==> src/cags_defs.vh <==
// Shared constants for the address generator and processing-state control.
`ifndef CAGS_DEFS_VH
`define CAGS_DEFS_VH

`define CAGS_MODE_POSTINC   4'h0
`define CAGS_MODE_PREDEC    4'h1
`define CAGS_MODE_ABS8      4'h2
`define CAGS_MODE_ABS16     4'h3
`define CAGS_MODE_ABS24     4'h4
`define CAGS_MODE_PCREL8    4'h5
`define CAGS_MODE_PCREL16   4'h6
`define CAGS_MODE_MIND_PTR  4'h7
`define CAGS_MODE_MIND_TGT  4'h8

`define CAGS_SIZE_BYTE      2'h0
`define CAGS_SIZE_WORD      2'h1
`define CAGS_SIZE_LONG      2'h2

`define CAGS_INC_BYTE       32'h0000_0001
`define CAGS_INC_WORD       32'h0000_0002
`define CAGS_INC_LONG       32'h0000_0004

`define CAGS_ABS8_FILL      16'hFFFF
`define CAGS_MIND_FILL      16'h0000
`define CAGS_MASK_1MB       24'h0F_FFFF
`define CAGS_MASK_EVEN      24'hFF_FFFE

`define CAGS_OFF_SYSTEM_CONTROL_REG      8'h00
`define CAGS_OFF_CCR        8'h04
`define CAGS_OFF_STATE      8'h08
`define CAGS_OFF_LAST_EA    8'h0C

`define CAGS_SYSTEM_CONTROL_REG_RESET    8'h0B
`define CAGS_SYSTEM_CONTROL_REG_SOFT_STANDBY_SEL     7
`define CAGS_SYSTEM_CONTROL_REG_UE       3
`define CAGS_CCR_RESET      8'h80
`define CAGS_CCR_I          7
`define CAGS_CCR_UI         6

`define CAGS_BITNUM_HI      6
`define CAGS_BITNUM_LO      4
`define CAGS_TRAPV_HI       5
`define CAGS_TRAPV_LO       4

`define CAGS_SP_SEL         3'h7
`define CAGS_VEC_RESET      8'h00
`define CAGS_VEC_TRAP_BASE  6'h02
`define CAGS_ZERO32         32'h0000_0000
`define CAGS_ZERO24         24'h00_0000
`define CAGS_ZERO8          8'h00

`endif

==> src/cags_core.v <==
// Effective-address generation and processing-state sequencing of the CPU.
//
// How it works
// - Post-increment: address low 24, then add size.
// - Pre-decrement: subtract size first, address is result.
// - Eight-bit absolute fills upper bits with ones.
// - Sixteen-bit absolute sign-extends; 24-bit passes unchanged.
// - Decode bit number and trap vector fields.
// - PC relative: sign-extend displacement, add next PC.
// - Memory indirect: zero page pointer, low 24 target.
// - Word, longword and branch effective addresses forced even.
// - One-megabyte modes drop top four address bits.
// - Reset beats interrupt, interrupt beats trap.
// - Interrupts sampled at instruction or sequence end, and every cycle in sleep and software standby.
// - No sampling after CCR instructions or reset handling.
// - Init release starts vector fetch, interrupts blocked.
// - Init low aborts, enters reset, sets mask.
// - Entry pushes PC and CCR, masks, then vectors.
// - Mask bit always; user mask too when disabled.
// - Trap accepted in execution regardless of mask.
// - Bus request during execution releases bus, interrupts not accepted.
// - Watchdog overflow enters reset like external init.
// - Sleep with standby select clear stops CPU only.
// - Sleep with select set halts clocks, resets peripherals.
// - Hardware standby halts everything, resets peripherals.
// - Standby select is control bit 7, reset zero.
`timescale 1ns/1ps
`default_nettype none
`include "cags_defs.vh"
module cags_core (
    input  wire        i_clock,
    input  wire        i_srst,
    input  wire        i_clk_en,
    input  wire        i_hard_init_n,
    input  wire        i_hw_standby_n,
    input  wire        i_mode_1mb,
    input  wire        i_wdt_ovf,
    input  wire        i_bus_req,
    input  wire        i_irq,
    input  wire        i_irq_nmi,
    input  wire [7:0]  i_irq_vec,
    input  wire        i_instr_end,
    input  wire        i_instr_ccr,
    input  wire        i_trap,
    input  wire        i_sleep,
    input  wire [15:0] i_instr,
    input  wire [23:0] i_pc,
    input  wire        i_ea_req,
    input  wire [3:0]  i_ea_mode,
    input  wire [1:0]  i_ea_size,
    input  wire [2:0]  i_ea_reg,
    input  wire [31:0] i_ea_ext,
    input  wire        i_ar_wr,
    input  wire [2:0]  i_ar_sel,
    input  wire [31:0] i_ar_data,
    input  wire [7:0]  i_reg_addr,
    input  wire [31:0] i_reg_wdata,
    input  wire        i_reg_wr,
    input  wire        i_reg_rd,
    output reg  [31:0] o_reg_rdata,
    output reg  [23:0] o_ea,
    output reg         o_ea_valid,
    output reg  [2:0]  o_bit_num,
    output reg  [1:0]  o_trap_vec,
    output reg  [7:0]  o_state,
    output reg  [7:0]  o_ccr,
    output reg         o_cpu_halt,
    output reg         o_clock_halt,
    output reg         o_periph_reset,
    output reg         o_bus_grant,
    output reg         o_push,
    output reg  [23:0] o_push_addr,
    output reg  [31:0] o_push_data,
    output reg         o_vec_fetch,
    output reg  [7:0]  o_vec_num,
    output reg         o_branch
);
    localparam [7:0] ST_RESET   = 8'h01;
    localparam [7:0] ST_RST_EXC = 8'h02;
    localparam [7:0] ST_EXEC    = 8'h04;
    localparam [7:0] ST_EXC     = 8'h08;
    localparam [7:0] ST_BUSREL  = 8'h10;
    localparam [7:0] ST_SLEEP   = 8'h20;
    localparam [7:0] ST_SWSTBY  = 8'h40;
    localparam [7:0] ST_HWSTBY  = 8'h80;

    localparam [4:0] XS_READ_SP = 5'h01;
    localparam [4:0] XS_PUSH    = 5'h02;
    localparam [4:0] XS_MASK    = 5'h04;
    localparam [4:0] XS_VECTOR  = 5'h08;
    localparam [4:0] XS_BRANCH  = 5'h10;

    reg  [1:0]  init_sync, hw_standby_n_sync, mode_sync, ea_size;
    reg  [7:0]  system_control_reg, exc_vec, next_state, next_exc_vec;
    reg  [4:0]  exc_step;
    reg  [23:0] exc_pc, ea_raw;
    reg         irq_block, ea_busy, ea_wb, ea_even, rf_we;
    reg  [3:0]  ea_mode;
    reg  [2:0]  ea_reg, rf_raddr, rf_waddr;
    reg  [31:0] ea_ext, ea_wb_val, ea_inc, rf_wdata;
    wire [31:0] rf_rdata;
    wire        init_n   = init_sync[1];
    wire        hw_standby_n_n   = hw_standby_n_sync[1];
    wire        mode_1mb = mode_sync[1];
    wire [31:0] sp_new   = rf_rdata - `CAGS_INC_LONG;

    // Only the mask bit gates ordinary requests; the non-maskable one passes.
    wire irq_ok = i_irq_nmi | (i_irq & ~o_ccr[`CAGS_CCR_I]);
    wire irq_take = irq_ok & ~i_instr_ccr & ~irq_block;
    wire start_exc = (next_state == ST_EXC) &&
                     ((o_state != ST_EXC) || (exc_step == XS_BRANCH));
    wire [23:0] ea_even_val = ea_even ? (ea_raw & `CAGS_MASK_EVEN)
                                      : ea_raw;
    wire [23:0] ea_final = mode_1mb ? (ea_even_val & `CAGS_MASK_1MB)
                                    : ea_even_val;
    wire [23:0] push_addr = mode_1mb ? (sp_new[23:0] & `CAGS_MASK_1MB)
                                     : sp_new[23:0];

    cags_regfile u_regfile (
        .i_clock  (i_clock),
        .i_clk_en (i_clk_en),
        .i_raddr  (rf_raddr),
        .o_rdata  (rf_rdata),
        .i_we     (rf_we),
        .i_waddr  (rf_waddr),
        .i_wdata  (rf_wdata)
    );

    always @* begin
        case (ea_size)
            `CAGS_SIZE_WORD: ea_inc = `CAGS_INC_WORD;
            `CAGS_SIZE_LONG: ea_inc = `CAGS_INC_LONG;
            default:         ea_inc = `CAGS_INC_BYTE;
        endcase
    end

    always @* begin
        ea_raw    = ea_ext[23:0];
        ea_wb_val = rf_rdata;
        ea_wb     = 1'b0;
        ea_even   = (ea_size != `CAGS_SIZE_BYTE);
        case (ea_mode)
            `CAGS_MODE_POSTINC: begin
                ea_raw    = rf_rdata[23:0];
                ea_wb_val = rf_rdata + ea_inc;
                ea_wb     = 1'b1;
            end
            `CAGS_MODE_PREDEC: begin
                ea_wb_val = rf_rdata - ea_inc;
                ea_raw    = ea_wb_val[23:0];
                ea_wb     = 1'b1;
            end
            `CAGS_MODE_ABS8: begin
                ea_raw = {`CAGS_ABS8_FILL, ea_ext[7:0]};
            end
            `CAGS_MODE_ABS16: begin
                ea_raw = {{8{ea_ext[15]}}, ea_ext[15:0]};
            end
            `CAGS_MODE_ABS24: ea_raw = ea_ext[23:0];
            `CAGS_MODE_PCREL8: begin
                ea_raw  = i_pc + {{16{ea_ext[7]}}, ea_ext[7:0]};
                ea_even = 1'b1;
            end
            `CAGS_MODE_PCREL16: begin
                ea_raw  = i_pc + {{8{ea_ext[15]}}, ea_ext[15:0]};
                ea_even = 1'b1;
            end
            `CAGS_MODE_MIND_PTR: begin
                ea_raw  = {`CAGS_MIND_FILL, ea_ext[7:0]};
                ea_even = 1'b1;
            end
            `CAGS_MODE_MIND_TGT: begin
                // The top byte of the fetched longword is dropped.
                ea_raw  = ea_ext[23:0];
                ea_even = 1'b1;
            end
            default: ea_raw = ea_ext[23:0];
        endcase
    end

    always @* begin
        rf_raddr = i_ea_reg;
        if ((o_state == ST_EXC) && (exc_step == XS_READ_SP)) begin
            rf_raddr = `CAGS_SP_SEL;
        end
        // Internal write-back wins; an outside load in that cycle is lost.
        if (ea_busy && ea_wb) begin
            rf_we    = 1'b1;
            rf_waddr = ea_reg;
            rf_wdata = ea_wb_val;
        end else if ((o_state == ST_EXC) && (exc_step == XS_PUSH)) begin
            rf_we    = 1'b1;
            rf_waddr = `CAGS_SP_SEL;
            rf_wdata = sp_new;
        end else begin
            rf_we    = i_ar_wr;
            rf_waddr = i_ar_sel;
            rf_wdata = i_ar_data;
        end
    end

    always @* begin
        next_state   = o_state;
        next_exc_vec = exc_vec;
        if (!hw_standby_n_n) begin
            next_state = ST_HWSTBY;
        end else if (!init_n || i_wdt_ovf) begin
            next_state = ST_RESET;
        end else begin
            case (o_state)
                ST_RESET:   next_state = ST_RST_EXC;
                ST_RST_EXC: next_state = ST_EXEC;
                ST_EXEC: begin
                    if (i_instr_end && irq_take) begin
                        next_state   = ST_EXC;
                        next_exc_vec = i_irq_vec;
                    end else if (i_instr_end && i_trap) begin
                        next_state   = ST_EXC;
                        next_exc_vec = {`CAGS_VEC_TRAP_BASE, o_trap_vec};
                    end else if (i_instr_end && i_sleep) begin
                        if (system_control_reg[`CAGS_SYSTEM_CONTROL_REG_SOFT_STANDBY_SEL]) begin
                            next_state = ST_SWSTBY;
                        end else begin
                            next_state = ST_SLEEP;
                        end
                    end else if (i_bus_req && !ea_busy) begin
                        next_state = ST_BUSREL;
                    end
                end
                ST_EXC: begin
                    if (exc_step == XS_BRANCH) begin
                        if (irq_ok) begin
                            next_exc_vec = i_irq_vec;
                        end else begin
                            next_state = ST_EXEC;
                        end
                    end
                end
                ST_BUSREL: begin
                    // Interrupts wait until the bus comes back.
                    if (!i_bus_req) next_state = ST_EXEC;
                end
                ST_SLEEP, ST_SWSTBY: begin
                    if (irq_ok) begin
                        next_state   = ST_EXC;
                        next_exc_vec = i_irq_vec;
                    end
                end
                ST_HWSTBY: next_state = ST_RESET;
                default:   next_state = ST_RESET;
            endcase
        end
    end

    always @(posedge i_clock) begin
        if (i_srst) begin
            init_sync      <= 2'h0;
            hw_standby_n_sync      <= 2'h3;
            mode_sync      <= 2'h0;
            o_state        <= ST_RESET;
            system_control_reg          <= `CAGS_SYSTEM_CONTROL_REG_RESET;
            o_ccr          <= `CAGS_CCR_RESET;
            exc_step       <= XS_READ_SP;
            irq_block      <= 1'b1;
            ea_busy        <= 1'b0;
            o_reg_rdata    <= `CAGS_ZERO32;
            o_ea           <= `CAGS_ZERO24;
            o_ea_valid     <= 1'b0;
            o_bit_num      <= 3'h0;
            o_trap_vec     <= 2'h0;
            o_cpu_halt     <= 1'b1;
            o_clock_halt   <= 1'b0;
            o_periph_reset <= 1'b0;
            o_bus_grant    <= 1'b0;
            o_push         <= 1'b0;
            o_push_addr    <= `CAGS_ZERO24;
            o_push_data    <= `CAGS_ZERO32;
            o_vec_fetch    <= 1'b0;
            o_vec_num      <= `CAGS_ZERO8;
            o_branch       <= 1'b0;
        end else if (i_clk_en) begin
            init_sync <= {init_sync[0], i_hard_init_n};
            hw_standby_n_sync <= {hw_standby_n_sync[0], i_hw_standby_n};
            mode_sync <= {mode_sync[0], i_mode_1mb};

            o_state        <= next_state;
            exc_vec        <= next_exc_vec;
            o_cpu_halt     <= (next_state != ST_EXEC) &&
                              (next_state != ST_EXC) &&
                              (next_state != ST_RST_EXC);
            o_clock_halt   <= (next_state == ST_SWSTBY) ||
                              (next_state == ST_HWSTBY);
            o_periph_reset <= (next_state == ST_SWSTBY) ||
                              (next_state == ST_HWSTBY);
            o_bus_grant    <= (next_state == ST_BUSREL);
            o_push         <= 1'b0;
            o_vec_fetch    <= 1'b0;
            o_branch       <= 1'b0;
            o_ea_valid     <= 1'b0;

            // Decode fields are registered every cycle from the opcode.
            o_bit_num  <= i_instr[`CAGS_BITNUM_HI:`CAGS_BITNUM_LO];
            o_trap_vec <= i_instr[`CAGS_TRAPV_HI:`CAGS_TRAPV_LO];

            if (start_exc) begin
                exc_step <= XS_READ_SP;
                exc_pc   <= i_pc;
            end else if (o_state == ST_EXC) begin
                case (exc_step)
                    XS_READ_SP: exc_step <= XS_PUSH;
                    XS_PUSH: begin
                        o_push      <= 1'b1;
                        o_push_addr <= push_addr;
                        o_push_data <= {o_ccr, exc_pc};
                        exc_step    <= XS_MASK;
                    end
                    XS_MASK: exc_step <= XS_VECTOR;
                    XS_VECTOR: begin
                        o_vec_fetch <= 1'b1;
                        o_vec_num   <= exc_vec;
                        exc_step    <= XS_BRANCH;
                    end
                    XS_BRANCH: o_branch <= 1'b1;
                    default:   exc_step <= XS_READ_SP;
                endcase
            end

            if (o_state == ST_RST_EXC) begin
                o_vec_fetch <= 1'b1;
                o_vec_num   <= `CAGS_VEC_RESET;
                o_branch    <= 1'b1;
            end

            // Blocked from reset until the first instruction has completed.
            if ((next_state == ST_RESET) || (o_state == ST_RST_EXC)) begin
                irq_block <= 1'b1;
            end else if ((o_state == ST_EXEC) && i_instr_end) begin
                irq_block <= 1'b0;
            end

            if (next_state == ST_RESET) begin
                o_ccr[`CAGS_CCR_I] <= 1'b1;
            end else if ((o_state == ST_EXC) && (exc_step == XS_MASK)) begin
                o_ccr[`CAGS_CCR_I] <= 1'b1;
                if (!system_control_reg[`CAGS_SYSTEM_CONTROL_REG_UE]) o_ccr[`CAGS_CCR_UI] <= 1'b1;
            end else if (i_reg_wr && (i_reg_addr == `CAGS_OFF_CCR)) begin
                o_ccr <= i_reg_wdata[7:0];
            end

            if (i_reg_wr && (i_reg_addr == `CAGS_OFF_SYSTEM_CONTROL_REG)) begin
                system_control_reg <= i_reg_wdata[7:0];
            end

            if (i_reg_rd) begin
                case (i_reg_addr)
                    `CAGS_OFF_SYSTEM_CONTROL_REG:   o_reg_rdata <= {24'h00_0000, system_control_reg};
                    `CAGS_OFF_CCR:     o_reg_rdata <= {24'h00_0000, o_ccr};
                    `CAGS_OFF_STATE:   o_reg_rdata <= {24'h00_0000, o_state};
                    `CAGS_OFF_LAST_EA: o_reg_rdata <= {8'h00, o_ea};
                    default:           o_reg_rdata <= `CAGS_ZERO32;
                endcase
            end

            // Requests arriving outside execution or mid-calculation drop.
            if (ea_busy) begin
                ea_busy    <= 1'b0;
                o_ea       <= ea_final;
                o_ea_valid <= 1'b1;
            end else if (i_ea_req && (o_state == ST_EXEC) &&
                         (next_state == ST_EXEC)) begin
                ea_busy <= 1'b1;
                ea_mode <= i_ea_mode;
                ea_size <= i_ea_size;
                ea_reg  <= i_ea_reg;
                ea_ext  <= i_ea_ext;
            end
        end
    end
endmodule
`default_nettype wire

==> src/cags_regfile.v <==
// Eight 32-bit address registers with one write port and a registered read.
`timescale 1ns/1ps
`default_nettype none
module cags_regfile (
    input  wire        i_clock,
    input  wire        i_clk_en,
    input  wire [2:0]  i_raddr,
    output reg  [31:0] o_rdata,
    input  wire        i_we,
    input  wire [2:0]  i_waddr,
    input  wire [31:0] i_wdata
);
    reg [31:0] mem [0:7];

    // A read in the cycle of a write to the same entry returns the old value.
    always @(posedge i_clock) begin
        if (i_clk_en) begin
            if (i_we) begin
                mem[i_waddr] <= i_wdata;
            end
            o_rdata <= mem[i_raddr];
        end
    end
endmodule
`default_nettype wire

==> config.mk <==
export PLATFORM = sky130hd
export DESIGN_NAME = cags_core
export DESIGN_NICKNAME = d
export VERILOG_FILES = /design/src/cags_core.v /design/src/cags_regfile.v
export VERILOG_INCLUDE_DIRS = /design/src
export SDC_FILE = /design/constraint.sdc
export NUM_CORES = 1
export LEC_CHECK = 0
export ABC_AREA = 1
export BUFFER_PORTS_ARGS = -buffer_cell sky130_fd_sc_hd__buf_2
export CORE_ASPECT_RATIO = 1.75
export CORE_MARGIN = 2
export CORE_UTILIZATION = 24
export CTS_BUF_LIST = sky130_fd_sc_hd__clkbuf_2 sky130_fd_sc_hd__clkbuf_4 sky130_fd_sc_hd__clkbuf_8
export DETAILED_ROUTE_END_ITERATION = 16
export GPL_TIMING_DRIVEN = 0
export SLEW_MARGIN = 20
export SYNTH_ARGS = -nofsm -noshare
export SYNTH_HDL_FRONTEND = slang
export SYNTH_SLANG_ARGS = --single-unit
export TNS_END_PERCENT = 10
==> constraint.sdc <==
create_clock -name i_clock -period 4.72 [get_ports i_clock]
set_input_delay 0.472 -clock i_clock [delete_from_list [all_inputs] [get_ports i_clock]]
set_output_delay 0.472 -clock i_clock [all_outputs]
set_load 0.01 [all_outputs]
==> flow_summary.json <==
{
  "required_ns": 5.06,
  "worstPathArrival_ns": 4.36,
  "cts_made_buffers": 61,
  "ant_nets": 0,
  "grt_pass1_vias": 19458,
  "dieArea_um2": 93900,
  "min_from": "i_ea_mode[1]",
  "final_util_pct": 29.8,
  "grt_pass1_wl_um": 125000,
  "vias": 19745,
  "fillCellCount": 9749,
  "crit_fanout": 8,
  "routed_wl_um": 87500,
  "clkPwrFrac_pct": 39.0,
  "routed_via_density": 4.70,
  "worstHoldPathCells": 1,
  "power_density_nw_per_um2": 301,
  "clockBufferDepth": 3,
  "max_freq_mhz": 249,
  "rsz0062_at_grt": "false",
  "synth_top_area_share_pct": 38.5,
  "coreArea_um2": 90600,
  "clk_latency_ns": 0.71,
  "tns_ns": 0,
  "place_area_um2": 25100,
  "start_util_pct": 24.2,
  "drv_slew": 0,
  "track_usage_pct": 18.1,
  "start_kind": "register",
  "netlist_top_cells_area": "edfxtp_1 (38%), dfxtp_1 (15%), nand2_1 (9.6%)",
  "layout_common_cells": "nand2_1 (559), inv_1 (305), buf_2 (304)",
  "reg2reg_from": "ea_size[0]",
  "hold_viol_final": 0,
  "total_power_w": 0.00811,
  "yosysWarnings": 0,
  "relSlewSlack_pct": 29.7,
  "grt_max_degree": 26,
  "hold_class": "in -> reg",
  "end_kind": "register",
  "dpl_worst_slack_ns": 0.636,
  "synth-async-reset-ratio_pct": 0,
  "top_regs": "u_regfile.mem x192, o_push_data x32",
  "cts.sinks": 440,
  "max-vdd-ir-drop_mv": 0.188,
  "multiInputGateArea_um2": 8590,
  "final_layout_size_suffix_gt1_share_pct": 18.4,
  "regArea_um2": 11600,
  "areaGrowthSynthToFinish_pct": 23.1,
  "synth_edf_count": 281,
  "core.rowCount": 146,
  "fin_worst_skew_ns": 0.0527,
  "clk_pin_slew_ns": 0.06,
  "min_period_ns": 4.02,
  "max_cap_violations": 0,
  "synth_cell_types": 56,
  "ys.flop_type": "edfxtp_1",
  "wl_per_cell_um": 20.8,
  "pin_count": 331,
  "worst-r2r-setup-slack_ns": 0.70,
  "largest_reg_flops": 192,
  "drcViolationCount": 0,
  "synth.avg_cell_area_um2": 8.57,
  "layout_commonest_cell": "nand2_1",
  "drt_iter0_markers": 1389,
  "crit_type": "reg -> reg",
  "top_register": "u_regfile.mem",
  "antenna_found_initial": 16,
  "rr_worst_depth": 17,
  "hold_end": "ea_mode[1]",
  "yosysTopAreaCell": "edfxtp_1",
  "syn_area_um2": 21900,
  "cpMostUsedCell": "nor2_1",
  "die_x_um": 232,
  "io_buffers": 268,
  "path_cells": "inv_1, ha_1, inv_1, ha_1, inv_1, fa_1, nand2_1, nand2_1, nor2_2, nand2_1, nor2_1, nor2_1, nor2_1, nor2_1, nand2_1, nor2_1, a31oi_1",
  "cts_tree": "yes",
  "p_sw_w": 0.00210,
  "swShare_pct": 25.9,
  "internal-power_w": 0.00601,
  "nNetsFinal": 3186,
  "final_cell_area_um2": 27000,
  "seq_area_frac_synth_pct": 53.0,
  "ctsResizeCount": 0,
  "first_pass_iters": 6,
  "synthCells": 2558,
  "status": "complete, no violations",
  "r2r_end": "u_regfile.mem[7][18]",
  "p_leak_nw": 11.1,
  "gp_congestion": 0.974,
  "htree_levels": 2,
  "comb_power_share_pct": 9.4,
  "ys_ff_latch": 440,
  "grt_overflow": 0,
  "period_share_pct": 85.1,
  "worstMarginPinSlew_ns": 1.05,
  "cpMaxStageDelayCell": "a31oi_1",
  "max_stage_delay_ns": 0.73,
  "setup_violations": 0,
  "timing.final.ws_setup_ns": 0.702,
  "clockRootBuffer": "clkbuf_8",
  "power_frac_seq_pct": 51.5,
  "dp_hpwl_um": 69400,
  "die_h_um": 404
}
[cells by family after synthesis]
| family | count (synthesis) | share of synthesized area (%) |
|---|---|---|
| buffers and inverters | 432 | 8.26 |
| AO/OA/AOI/OAI | 554 | 15.0 |
| flip-flops | 440 | 53.0 |
| other | 1 | 0.0171 |
| adder cells (fa/ha/maj) | 36 | 2.16 |
| AND/OR/NAND/NOR | 1074 | 20.7 |
| XOR/XNOR | 21 | 0.839 |
[power by group through the flow]
stage / combinational (W) / sequential, W / clock, W
2_1_floorplan: 0.000412 / 0.00425 / 0
3_3_place_gp: 0.000706 / 0.00426 / 0
3_5_place_dp: 0.000719 / 0.00426 / 0
4_1_cts: 0.000762 / 0.00418 / 0.00323
5_1_grt: 0.000832 / 0.00418 / 0.00337
6_report: 0.000766 / 0.00418 / 0.00316
[Yosys cell counts, drive strengths merged, types with 11 or more instances]
cell type  number
nand2         564
nor2          313
inv           310
edfxtp        281
o21ai         232
a21oi         161
dfxtp         159
nand3         119
o22ai         115
buf            67
clkbuf         52
ha             33
nand4          31
nor3           21
xor2           20
or2            12
o211ai         11
[how the worst max path moves through the flow]
stage               startpoint                    to  slack [ns]
finish              ea_size[0]  u_regfile.mem[7][18]        0.70
global placement      i_clk_en             exc_pc[8]       -1.52
CTS                 ea_size[0]  u_regfile.mem[7][18]        0.63
detailed placement  ea_size[0]  u_regfile.mem[6][18]        0.64
global route        ea_size[0]  u_regfile.mem[2][18]        0.45
floorplan             i_clk_en             exc_pc[0]        1.21
[worst max-delay path, delay by kind of cell, from the launching register on]
family / cells / cell delay [ns]
buf+inv: 3 / 0.25
simple gates: 10 / 1.46
flops: 1 / 0.46
fa+ha+maj: 3 / 0.78
compound gates: 1 / 0.73
[metal layers]
metal | vias up | wire length (um) | track usage [%]
met2 | 703 | 45600 | 34.2
met5 | - | 151 | 0
li1 | 9405 | - | -
met3 | 222 | 5070 | 3.16
met4 | 24 | 5800 | 10.9
met1 | 9391 | 30900 | 18.3
[through the flow]
stage               hold WS, ns  std cells
floorplan                 0.431       2565
global placement          0.430       4017
detailed placement        0.437       4029
CTS                    0.000362       4203
global route            0.00133       4204
finish                   0.0315       4204
[layout make-up]
class                   count  share of cell area [%]
well taps                1184                    5.49
repair buffers            340                    8.10
plain buffers             119                    2.34
multi-input cells        1693                    31.9
flip-flops and latches    440                    43.1
inverters                 313                    4.37
diodes                      1                 0.00928
clock buffers              85                    3.87
clock inverters            29                   0.877
[what timing repair did]
action	4_1_cts	5_1_grt
hold endpoints to repair	65	0
setup buffers	0	0
hold buffers	60	0
No activity file was read; power rests on OpenSTA's default activity.
